$ cat config.mk
export PLATFORM = sky130hd
export DESIGN_NAME = esic_ctrl
export DESIGN_NICKNAME = d
export VERILOG_FILES = /design/src/hdl/esic_pkg.sv /design/src/hdl/esic_ctrl.sv
export SDC_FILE = /design/constraint.sdc
export NUM_CORES = 1
export LEC_CHECK = 0
export ABC_CLOCK_PERIOD_IN_PS = 3300
export BUFFER_PORTS_ARGS = -buffer_cell sky130_fd_sc_hd__buf_2
export CORE_MARGIN = 3
export CORE_UTILIZATION = 45
export CTS_CLUSTER_SIZE = 10
export DETAILED_ROUTE_END_ITERATION = 7
export PLACE_DENSITY = 0.81
export SETUP_SLACK_MARGIN = 0.15
export SLEW_MARGIN = 20
export SYNTH_ARGS = -nofsm -noshare
export SYNTH_HDL_FRONTEND = slang
export SYNTH_SLANG_ARGS = --single-unit
$ cat constraint.sdc
create_clock -name clk_sys -period 3.3 [get_ports clk_sys]
set_input_delay 0.825 -clock clk_sys [delete_from_list [all_inputs] [get_ports clk_sys]]
set_output_delay 0.825 -clock clk_sys [all_outputs]
set_load 0.02 [all_outputs]
$ cat src/hdl/esic_pkg.sv
// Purpose: Shared constants and types for the eight-source interrupt controller
// Assumes: Source numbering equals the fixed polling order, 0 polled first
// Notes:   Vector addresses are spaced evenly from the first one
package esic_pkg;

  // Source indices, in polling order
  localparam logic [2:0] SRC_EXT0   = 3'h0;
  localparam logic [2:0] SRC_TMR0   = 3'h1;
  localparam logic [2:0] SRC_EXT1   = 3'h2;
  localparam logic [2:0] SRC_TMR1   = 3'h3;
  localparam logic [2:0] SRC_SERIAL = 3'h4;
  localparam logic [2:0] SRC_CONV   = 3'h5;
  localparam logic [2:0] SRC_LVOLT  = 3'h6;
  localparam logic [2:0] SRC_PCA    = 3'h7;
  localparam int         NUM_SRC    = 8;
  localparam int         NUM_LVL    = 4;

  // Enable register layout and reset values
  localparam int         EN_GLOBAL_BIT = 7;
  localparam logic [7:0] EN_RST        = 8'h00;
  localparam logic [7:0] PRIO_RST      = 8'h00;

  // Vector table: first address and spacing between sources
  localparam logic [15:0] VEC_BASE = 16'h0003;
  localparam logic [15:0] VEC_STEP = 16'h0008;

  // In-service record
  localparam logic [3:0] IS_NONE = 4'h0;
  localparam logic [1:0] LVL_LOW = 2'h0;

  // Request flags held by the controller
  typedef struct packed {
    logic ext0;
    logic tmr0;
    logic ext1;
    logic tmr1;
    logic rx_done;
    logic tx_done;
    logic adc;
    logic lvolt;
    logic pca_ovf;
    logic pca_m0;
    logic pca_m1;
  } esic_flags_t;

  localparam esic_flags_t FLAGS_RST = '0;

  // Hardware events that set flags, one-cycle pulses
  typedef struct packed {
    logic tmr0;
    logic tmr1;
    logic rx_done;
    logic tx_done;
    logic adc;
    logic lvolt;
    logic pca_ovf;
    logic pca_m0;
    logic pca_m1;
  } esic_evt_t;

  // Counter-array enables
  typedef struct packed {
    logic ovf;
    logic m0;
    logic m1;
  } esic_pca_en_t;

  typedef enum logic [0:0] {
    ESIC_RUN,
    ESIC_VECTOR
  } esic_state_t;

endpackage

$ cat src/hdl/esic_ctrl.sv
// Purpose: Eight-source, four-level interrupt controller for an 8-bit core
// Assumes: All inputs synchronous to clk_sys; core pulses instr_end at each
//          instruction boundary and ret_isr when it executes return_from_isr
// Notes:   Flags are held here; software writes them through the flag_wr ports
`timescale 1ns/1ps

// Operation
// [RULE1] Eight sources, each with four levels
// [RULE2] Global enable off blocks every acknowledge
// [RULE3] Source taken only with own and global enable
// [RULE4] Flags set regardless; disabled flags ignored
// [RULE5] At instruction end, force call to vector
// [RULE6] Return from service releases the active level
// [RULE7] Level is high bit then low bit
// [RULE8] Lower level never preempts running routine
// [RULE9] Higher level wins among simultaneous requests
// [RULE10] Equal level resolved by fixed polling order
// [RULE11] Fixed vector address per source
// [RULE12] External pins level or edge per select
// [RULE13] External flag cleared on vector only edge-mode
// [RULE14] Timer flags set on rollover, cleared on vector
// [RULE15] Serial request ORs rx/tx, software clears
// [RULE16] Converter flag request, software clears
// [RULE17] Low-voltage flag request, software clears
// [RULE18] Counter-array flags ORed, each individually enabled
// [RULE19] Software flag writes act like hardware events
// [RULE20] Enable register bit layout, resets zero
// [RULE21] Priority registers per-source bit layout
// [RULE22] In-service levels tracked, cleared at reset
module esic_ctrl
  import esic_pkg::*;
(
  input  wire logic         clk_sys,
  input  wire logic         rst_n,
  input  wire logic [7:0]   irq_enable_reg,
  input  wire logic [7:0]   priority_low_bits,
  input  wire logic [7:0]   priority_high_bits,
  input  wire esic_pca_en_t pca_irq_en,
  input  wire logic         ext0_edge_select,
  input  wire logic         ext1_edge_select,
  input  wire logic         ext_pin0_n,
  input  wire logic         ext_pin1_n,
  input  wire esic_evt_t    hw_evt,
  input  wire esic_flags_t  flag_wr,
  input  wire esic_flags_t  flag_wdata,
  input  wire logic         instr_end,
  input  wire logic         ret_isr,
  output logic              long_subroutine_call_req_r,
  output logic [15:0]       vector_r,
  output logic [2:0]        irq_src_r,
  output logic              irq_pending_r,
  output esic_flags_t       flags_r,
  output logic [3:0]        in_service_r
);

  // Level of one source from the two priority bytes
  function automatic logic [1:0] esic_level(input logic [7:0] hi, input logic [7:0] lo,
                                            input logic [2:0] idx);
    esic_level = {hi[idx], lo[idx]};
  endfunction

  // Common flag update: a set always beats a clear in the same cycle
  function automatic logic esic_flag(input logic cur, input logic set, input logic wr,
                                     input logic wd, input logic hwclr);
    esic_flag = set | (wr ? wd : (hwclr ? 1'b0 : cur));
  endfunction

  // Drop the highest in-service level
  function automatic logic [3:0] esic_release(input logic [3:0] is);
    logic [3:0] r;
    logic       done;
    r    = is;
    done = 1'b0;
    for (int l = NUM_LVL - 1; l >= 0; l--) begin
      if (!done && is[l]) begin
        r[l] = 1'b0;
        done = 1'b1;
      end
    end
    esic_release = r;
  endfunction

  esic_state_t state_r;
  esic_state_t state_nxt;
  logic        long_subroutine_call_nxt;
  logic [15:0] vector_nxt;
  logic [2:0]  src_nxt;
  logic [1:0]  call_lvl_r;
  logic [1:0]  call_lvl_nxt;
  logic [3:0]  in_service_nxt;
  esic_flags_t flags_nxt;
  logic        pin0_prev_r;
  logic        pin1_prev_r;
  logic [7:0]  req;
  logic [7:0]  req_en;
  logic        win_valid;
  logic [2:0]  win_src;
  logic [1:0]  win_lvl;
  logic        take;

  // Raw requests per source; counter-array bits gated one by one
  // [RULE15] [RULE16] [RULE17] [RULE18] request sources
  always_comb begin
    req[SRC_EXT0]   = flags_r.ext0;
    req[SRC_TMR0]   = flags_r.tmr0;
    req[SRC_EXT1]   = flags_r.ext1;
    req[SRC_TMR1]   = flags_r.tmr1;
    req[SRC_SERIAL] = flags_r.rx_done | flags_r.tx_done;
    req[SRC_CONV]   = flags_r.adc;
    req[SRC_LVOLT]  = flags_r.lvolt;
    req[SRC_PCA]    = (flags_r.pca_ovf & pca_irq_en.ovf) | (flags_r.pca_m0 & pca_irq_en.m0)
                    | (flags_r.pca_m1 & pca_irq_en.m1);
  end

  // Enable gating; bit 7 of the enable byte is global, not a source
  // [RULE2] [RULE3] [RULE20] enable gating
  always_comb begin
    for (int i = 0; i < NUM_SRC; i++) begin
      if (i == int'(SRC_PCA)) begin
        req_en[i] = irq_enable_reg[EN_GLOBAL_BIT] & req[i];
      end else begin
        req_en[i] = irq_enable_reg[EN_GLOBAL_BIT] & irq_enable_reg[i] & req[i];
      end
    end
  end

  // Arbitration: highest level first, then polling order. A level is
  // eligible only above every level now in service.
  // [RULE7] [RULE8] [RULE9] [RULE10] [RULE21] level and poll order
  always_comb begin
    win_valid = 1'b0;
    win_src   = SRC_EXT0;
    win_lvl   = LVL_LOW;
    for (int l = NUM_LVL - 1; l >= 0; l--) begin
      for (int i = 0; i < NUM_SRC; i++) begin
        if (!win_valid && req_en[i] && ((in_service_r >> l) == IS_NONE)
            && (esic_level(priority_high_bits, priority_low_bits, 3'(i)) == 2'(l))) begin
          win_valid = 1'b1;
          win_src   = 3'(i);
          win_lvl   = 2'(l);
        end
      end
    end
  end

  // Sequencer: one call per boundary, then a settling cycle so the
  // just-cleared flag cannot be taken twice
  // [RULE5] [RULE11] [RULE6] [RULE22] call and in-service tracking
  always_comb begin
    state_nxt      = state_r;
    long_subroutine_call_nxt      = 1'b0;
    vector_nxt     = vector_r;
    src_nxt        = irq_src_r;
    call_lvl_nxt   = call_lvl_r;
    in_service_nxt = in_service_r;
    take           = 1'b0;
    if (ret_isr) begin
      in_service_nxt = esic_release(in_service_r);
    end
    case (state_r)
      ESIC_RUN: begin
        if (instr_end && win_valid) begin
          take          = 1'b1;
          long_subroutine_call_nxt     = 1'b1;
          vector_nxt    = VEC_BASE + (VEC_STEP * 16'(win_src));
          src_nxt       = win_src;
          call_lvl_nxt  = win_lvl;
          in_service_nxt[win_lvl] = 1'b1;
          state_nxt     = ESIC_VECTOR;
        end
      end
      ESIC_VECTOR: begin
        state_nxt = ESIC_RUN;
      end
      default: begin
        state_nxt = ESIC_RUN;
      end
    endcase
  end

  // Flag update. Level-mode external flags mirror the pin, so software
  // writes to them are overridden by the source, as the pin rules.
  // [RULE4] [RULE12] [RULE13] [RULE14] [RULE19] flag set and clear
  always_comb begin
    flags_nxt = flags_r;
    if (ext0_edge_select) begin
      flags_nxt.ext0 = esic_flag(flags_r.ext0, pin0_prev_r & ~ext_pin0_n, flag_wr.ext0,
                                 flag_wdata.ext0, take && (win_src == SRC_EXT0));
    end else begin
      flags_nxt.ext0 = ~ext_pin0_n;
    end
    if (ext1_edge_select) begin
      flags_nxt.ext1 = esic_flag(flags_r.ext1, pin1_prev_r & ~ext_pin1_n, flag_wr.ext1,
                                 flag_wdata.ext1, take && (win_src == SRC_EXT1));
    end else begin
      flags_nxt.ext1 = ~ext_pin1_n;
    end
    // Timer flags are the only non-external ones cleared on vectoring
    flags_nxt.tmr0    = esic_flag(flags_r.tmr0, hw_evt.tmr0, flag_wr.tmr0, flag_wdata.tmr0,
                                  take && (win_src == SRC_TMR0));
    flags_nxt.tmr1    = esic_flag(flags_r.tmr1, hw_evt.tmr1, flag_wr.tmr1, flag_wdata.tmr1,
                                  take && (win_src == SRC_TMR1));
    // Software-cleared flags: the service routine must find out who asked
    flags_nxt.rx_done = esic_flag(flags_r.rx_done, hw_evt.rx_done, flag_wr.rx_done,
                                  flag_wdata.rx_done, 1'b0);
    flags_nxt.tx_done = esic_flag(flags_r.tx_done, hw_evt.tx_done, flag_wr.tx_done,
                                  flag_wdata.tx_done, 1'b0);
    flags_nxt.adc     = esic_flag(flags_r.adc, hw_evt.adc, flag_wr.adc, flag_wdata.adc, 1'b0);
    flags_nxt.lvolt   = esic_flag(flags_r.lvolt, hw_evt.lvolt, flag_wr.lvolt,
                                  flag_wdata.lvolt, 1'b0);
    flags_nxt.pca_ovf = esic_flag(flags_r.pca_ovf, hw_evt.pca_ovf, flag_wr.pca_ovf,
                                  flag_wdata.pca_ovf, 1'b0);
    flags_nxt.pca_m0  = esic_flag(flags_r.pca_m0, hw_evt.pca_m0, flag_wr.pca_m0,
                                  flag_wdata.pca_m0, 1'b0);
    flags_nxt.pca_m1  = esic_flag(flags_r.pca_m1, hw_evt.pca_m1, flag_wr.pca_m1,
                                  flag_wdata.pca_m1, 1'b0);
  end

  // Register stage; pin history resets idle-high so no false edge
  always_ff @(posedge clk_sys or negedge rst_n) begin
    if (!rst_n) begin
      state_r       <= ESIC_RUN;
      long_subroutine_call_req_r   <= 1'b0;
      vector_r      <= VEC_BASE;
      irq_src_r     <= SRC_EXT0;
      call_lvl_r    <= LVL_LOW;
      irq_pending_r <= 1'b0;
      in_service_r  <= IS_NONE;
      flags_r       <= FLAGS_RST;
      pin0_prev_r   <= 1'b1;
      pin1_prev_r   <= 1'b1;
    end else begin
      state_r       <= state_nxt;
      long_subroutine_call_req_r   <= long_subroutine_call_nxt;
      vector_r      <= vector_nxt;
      irq_src_r     <= src_nxt;
      call_lvl_r    <= call_lvl_nxt;
      irq_pending_r <= win_valid;
      in_service_r  <= in_service_nxt;
      flags_r       <= flags_nxt;
      pin0_prev_r   <= ext_pin0_n;
      pin1_prev_r   <= ext_pin1_n;
    end
  end
endmodule

# After elaboration in Yosys (flattened, before gate mapping)
# Index checks and enable logic that the tools add are counted.
dict set report word_totals {
  ff_bits 39
  inputBits 66
  out_inout_bits 36
  wordCells 368
}
dict set report op_classes {
  n_addsub 1
  n_lt_le_gt_ge 2
  eq_ne 27
  n_mux 129
  bitwise 38
  n_reduce_logical 152
}
# op n
set ops {}
lappend ops {{logical AND 1 bit} 104}
lappend ops {{two-way mux 3 bit} 28}
lappend ops {{two-way mux 2 bit} 34}
lappend ops {{two-way mux 1 bit} 62}
lappend ops {{zero test 1 bit} 34}
lappend ops {{equality test 2 bit, second input constant} 16}
lappend ops {{bitwise AND 1 bit} 20}
lappend ops {{equality test 2 x 1 -> 1 bit, second input constant} 8}
lappend ops {{zero test 2 bit} 8}
lappend ops {{zero test 4 bit} 4}
lappend ops {{OR 1 bit} 14}
lappend ops {{two-way mux 4 bit} 3}
lappend ops {{adder 2 x 6 -> 7 bit, first input constant} 1}
lappend ops {{equality test 3 x 2 -> 1 bit, second input constant} 2}
lappend ops {{OR 4 bit} 1}
lappend ops {{equality test 3 x 1 -> 1 bit, second input constant} 1}
lappend ops {{zero test 3 bit} 1}
lappend ops {{< comparator 2 x 3 -> 1 bit, second input constant} 1}
lappend ops {{inverter 1 bit} 3}
lappend ops {{demux 1 bit (select 2 bit)} 1}
lappend ops {{>= comparator 2 x 1 -> 1 bit, second input constant} 1}
lappend ops {{case mux 1 bit (2 select lines)} 1}
lappend ops {{AND reduction 2 bit} 1}

# Longest topological paths before layout
dict set report logic_depth {
  depth_word 168
  depth_mapped 10
  mapped_depth_nobuf 8
}

# Worst setup path after synthesis
# OpenSTA, ideal clock, no wires.
dict set report synth_timing {
  path_type {in2reg}
  from {in pca_irq_en[2] (netlist name)}
  to {reg flags_r[7] (netlist name)}
  setup_ns 0.146
  t_arrival_ns 2.618
  path_slack_ns 0.535
  cell_stages 7
  path_buffers 0
  cell_sequence {a222oi_1 o22ai_1 or4_1 o22a_1 o221ai_2 or2_4 a41oi_1}
}
# element line_no
set synth_rtl {}
lappend synth_rtl {{start: declaration} esic_ctrl.sv:38} ;# input wire esic_pca_en_t pca_irq_en,
lappend synth_rtl {{end signal: assignment} esic_ctrl.sv:240} ;# flags_r <= flags_nxt;
lappend synth_rtl {{end: declaration} esic_ctrl.sv:52} ;# output esic_flags_t flags_r,

# Worst setup path in the final report
dict set report layout_timing {
  from {in irq_enable_reg[7]}
  to {reg irq_src_r[0]}
}
dict set report layout_between {
  elab_chain_len 162
}
# element line_no
set layout_lines {}
lappend layout_lines {{start: declaration} esic_ctrl.sv:35} ;# input wire logic [7:0] irq_enable_reg,
lappend layout_lines {{bitwise AND 1 bit (2 in series)} esic_ctrl.sv:122} ;# req_en[i] = irq_enable_reg[EN_GLOBAL_BIT] & irq_enable_reg[i] & req[i];
lappend layout_lines {{logical AND 1 bit} esic_ctrl.sv:136} ;# if (!win_valid && req_en[i] && ((in_service_r >> l) == IS_NONE)
lappend layout_lines {{logical AND 1 bit} esic_ctrl.sv:137} ;# && (esic_level(priority_high_bits, priority_low_bits, 3'(i)) == 2'(l))) begin
lappend layout_lines {{two-way mux 1 bit} esic_ctrl.sv:136}
lappend layout_lines {{zero test 1 bit} esic_ctrl.sv:136}
lappend layout_lines {{logical AND 1 bit (2 in series)} esic_ctrl.sv:136}
lappend layout_lines {{logical AND 1 bit} esic_ctrl.sv:137}
lappend layout_lines {{two-way mux 1 bit} esic_ctrl.sv:136}
lappend layout_lines {{(+143 left out)} --}
lappend layout_lines {{logical AND 1 bit} esic_ctrl.sv:137}
lappend layout_lines {{two-way mux 1 bit} esic_ctrl.sv:136}
lappend layout_lines {{zero test 1 bit} esic_ctrl.sv:136}
lappend layout_lines {{logical AND 1 bit (2 in series)} esic_ctrl.sv:136}
lappend layout_lines {{logical AND 1 bit} esic_ctrl.sv:137}
lappend layout_lines {{two-way mux 1 bit} esic_ctrl.sv:136}
lappend layout_lines {{logical AND 1 bit} esic_ctrl.sv:162} ;# if (instr_end && win_valid) begin
lappend layout_lines {{AND reduction 2 bit (no source line)} --}
lappend layout_lines {{end signal: assignment} esic_ctrl.sv:236} ;# irq_src_r <= src_nxt;
lappend layout_lines {{end: declaration} esic_ctrl.sv:50} ;# output logic [2:0] irq_src_r,
# Parallel ways exist; a longest one is shown, timed or not.
# A chain may end at the register's enable or synchronous reset.

==> summary.md <==
| Metric | Value |
|---|---|
| Layout cells sized above 1 | 36.9% |
| Initial Util | 48.6% |
| Place WS | 0.0187 ns |
| Final period util | 89.7% |
| RSZ-0062 raised after global routing | no |
| Diodes inserted | 0 |
| Postcts setup bufs | 0 |
| DP HPWL | 5510 µm |
| CTS Hold Bufs | 0 |
| Grt total ovfl | 0 |
| Core Region | 0.00417 mm² |
| Nets | 403 |
| Worst IR drop on VDD | 434 µV |
| Die area | 0.00535 mm² |
| Gr usage total | 25.3% |
| Tmin final | 2.96 ns |
| Post-CTS sizing | 0 |
| Total of max-cap violations | 0 |
| Initial DRC Count | 316 |
| Worst Setup End Kind | flop |
| Initial antenna violation count | 0 |
| Max-slew headroom | 54.4% |
| CP max-delay cell | or3b_1 |
| Power per cell area | 541 mW/mm² |
| FF-to-FF setup slack | 0.46 ns |
| First-pass GRT wire length | 10500 µm |
| Post-synthesis adder-cell area fraction | 0% |
| Final ANT Viol Nets | 0 |
| Largest net degree at the start of global routing | 23 |
| Yosys warns | 0 |
| Slew Viols, Final | 0 |
| WL final | 6810 µm |
| Status | completed |
| Post-synth EDFFs | 0 |
| H-tree depth | 1 |
| Static Leak | 0.00116 µW |
| Fin Setup TNS | 0 ns |
| Clock root buffer | clkbuf_8 |
| Max Buffers Root-to-Sink | 2 |
| DR WL/cell | 17.6 µm |
| Post-synthesis mux area share | 0.740% |
| Unique masters post-synth | 65 |
| Critical Path, Cell by Cell | buf_2 > o2111ai_2 > or3b_1 > nor2b_1 > and3_1 > nand2_1 > o21ai_1 > or2_4 > mux2_4 |
| Setup CP Type | in2reg |
| Number of top-level pins | 102 |
| Most frequent cells in the layout | buf_2 (88), dfrtp_1 (20), nor2_1 (18) |
| Remaining DRCs | 0 |
| Mean area per synthesized cell | 8.46 µm² |
| Min-Delay Path Class | in2async |
| Post-Synthesis Cells | 240 |
| CP required | 3.47 ns |
| Synth Area in Compound Gates | 27.1% |
| CTS tree | yes |
| Startpoint types | primary input |
| Vias per cell | 6.22 |
| Crit-path max FO | 14 |
| Setup ws final | 0.341 ns |
| Count of state elements after synthesis | 22 |
| Crit path buf inv count | 1 |
| Ys flop type | dfrtp_1 |
| Seq/Total Area, Yosys | 27.3% |
| FP Rows | 23 |
| Gp weighted congestion | 0.962 |
| Cell family with most CP delay | simple AND/OR/NAND/NOR gates |
| Main combinational cell family by area after synthesis | simple AND/OR/NAND/NOR gates |
| IO buf count | 88 |
| Most common cell after layout, fill and taps aside | buf_2 |
| Total CTS buffers | 3 |
| Synthesized area | 0.00203 mm² |
| Die Y | 73.2 µm |
| Largest stage delay on the critical path | 0.47 ns |
| Clk_lat worst skew | 0.27 ns |
| CTS clock-pin slew for the worst setup and hold paths | 0.09 ns |
| Hold Fails Final Rpt | 0 |
| Worst Tran Pin Value | 0.675 ns |
| Vias | 2402 |
| Area delta synth->final | 28.1% |
| Setup Viol. Count Final | 0 |
| DRT Pass-1 Iters | 5 |
| Fmax | 0.338 GHz |
| Async SR Flop Fraction | 100% |
| Post-Synth Simple-Gate Area | 35.6% |
| Sink Count | 22 |
| Critical path arrival | 3.13 ns |
| Vias in the first global route | 2198 |
| Die width | 73.2 µm |
| Final Skew | 0.00281 ns |
| Synth Area in XOR/XNOR | 0% |
[cell usage after synthesis, types with 2 or more instances]
cell      number  area share [%]
o21a_1         2            0.74
inv_1          8             1.5
or4_1          2            0.74
nand4_4        2             2.1
nand3_1        9             2.2
nand3b_1       2            0.74
or3_1          4             1.2
nor3_1        17             4.2
nor3b_1        3             1.1
nand4b_1       5             2.2
o211ai_1       2            0.74
dfstp_2        2             2.6
nand4_1        7             2.2
o21ai_0       13             3.2
o21ai_1        2            0.49
nor2b_1       14             4.3
or2_1          2            0.62
buf_4         16             5.9
dfrtp_1       20              25
nor4b_2        2             1.5
buf_6          2             1.1
nand2_1        8             1.5
or3b_1         2            0.86
a31oi_1        8             2.5
a211o_1        7             3.0
a21oi_1        3            0.74
o31ai_1        2            0.74
nor2_1        19             3.5
nand2b_1       4             1.2
o22ai_1        5             1.5
conb_1         2            0.37
o221ai_1       3             1.3
a41oi_1        3             1.3
nor4_1         3            0.92
a211oi_1       3             1.1
o22a_1         3             1.3
[layer usage]
layer / track usage, % / wire length (µm) / vias to the layer above / share of wire (%)
met5: 0 / 0 / - / 0
met4: 4.92 / 117 / 0 / 1.7
met3: 4.27 / 761 / 14 / 11
met2: 42.4 / 3170 / 179 / 47
met1: 34.1 / 2760 / 1094 / 41
li1: - / - / 1115 / -
[cell type report]
type                    instances  area (µm²)
fillers                       377        1570
multi-input cells             201        1340
flip-flops and latches         22         553
repair buffers                101         538
well taps                      50        62.6
clock buffers                   3        41.3
clock inverters                 1        30.0
inverters                       8        30.0
[where the power goes]
part | internal, µW | leakage (µW) | switching, µW | total (µW)
clock | 162 | 0.0000357 | 105 | 268
sequential | 330 | 0.000248 | 70.2 | 400
combinational | 282 | 0.000876 | 456 | 739
total | 775 | 0.00116 | 632 | 1410
[worst paths after layout]
check | from | depth (start not counted) | endpoint
min in group clk_sys | irq_src_r[2] | 2 | irq_src_r[2]
worst max-delay path | irq_enable_reg[7] | 9 | irq_src_r[0]
max in group asynchronous | rst_n | 1 | pin0_prev_r
worst min register to register | irq_src_r[2] | 2 | irq_src_r[2]
worst max register to register | in_service_r[3] | 9 | flags_r[7]
worst min-delay path | rst_n | 1 | irq_src_r[1]
[cell families after synthesis]
| group | Yosys count |
|---|---|
| AO/OA/AOI/OAI | 72 |
| buffers and inverters | 28 |
| flip-flops | 22 |
| AND/OR/NAND/NOR | 115 |
| multiplexers | 1 |
| other | 2 |
[worst register-to-register path, cell delays in order, from the launching register on]
cell     delay, ns
dfrtp_1       0.72
or2_1         0.36
or3_1         0.19
buf_4         0.12
nand2_1       0.09
nor4b_2       0.41
nand2_1       0.21
o21ai_1       0.32
or2_4         0.20
a41oi_1       0.10
[metrics by stage]
step                instance area, µm²  hold slack (ns)  instances  utilization, %  power, µW
global placement                  2520            0.526        382            60.4       1130
CTS                               2590            0.536        386            62.1       1390
floorplan                         2070            0.529        251               -        888
detailed placement                2520            0.519        382            60.4       1120
finish                            2600            0.514        386            62.3       1410
global route                      2600            0.543        386            62.3       1480
[flip-flops by register name, summed over array words and instances, names as in the netlist]
signal and cells:
flags_r 11, in_service_r 4, irq_src_r 3, irq_pending_r 1
long_subroutine_call_req_r 1, pin0_prev_r 1, pin1_prev_r 1
Note: power is estimated with default switching activity, not from simulation.
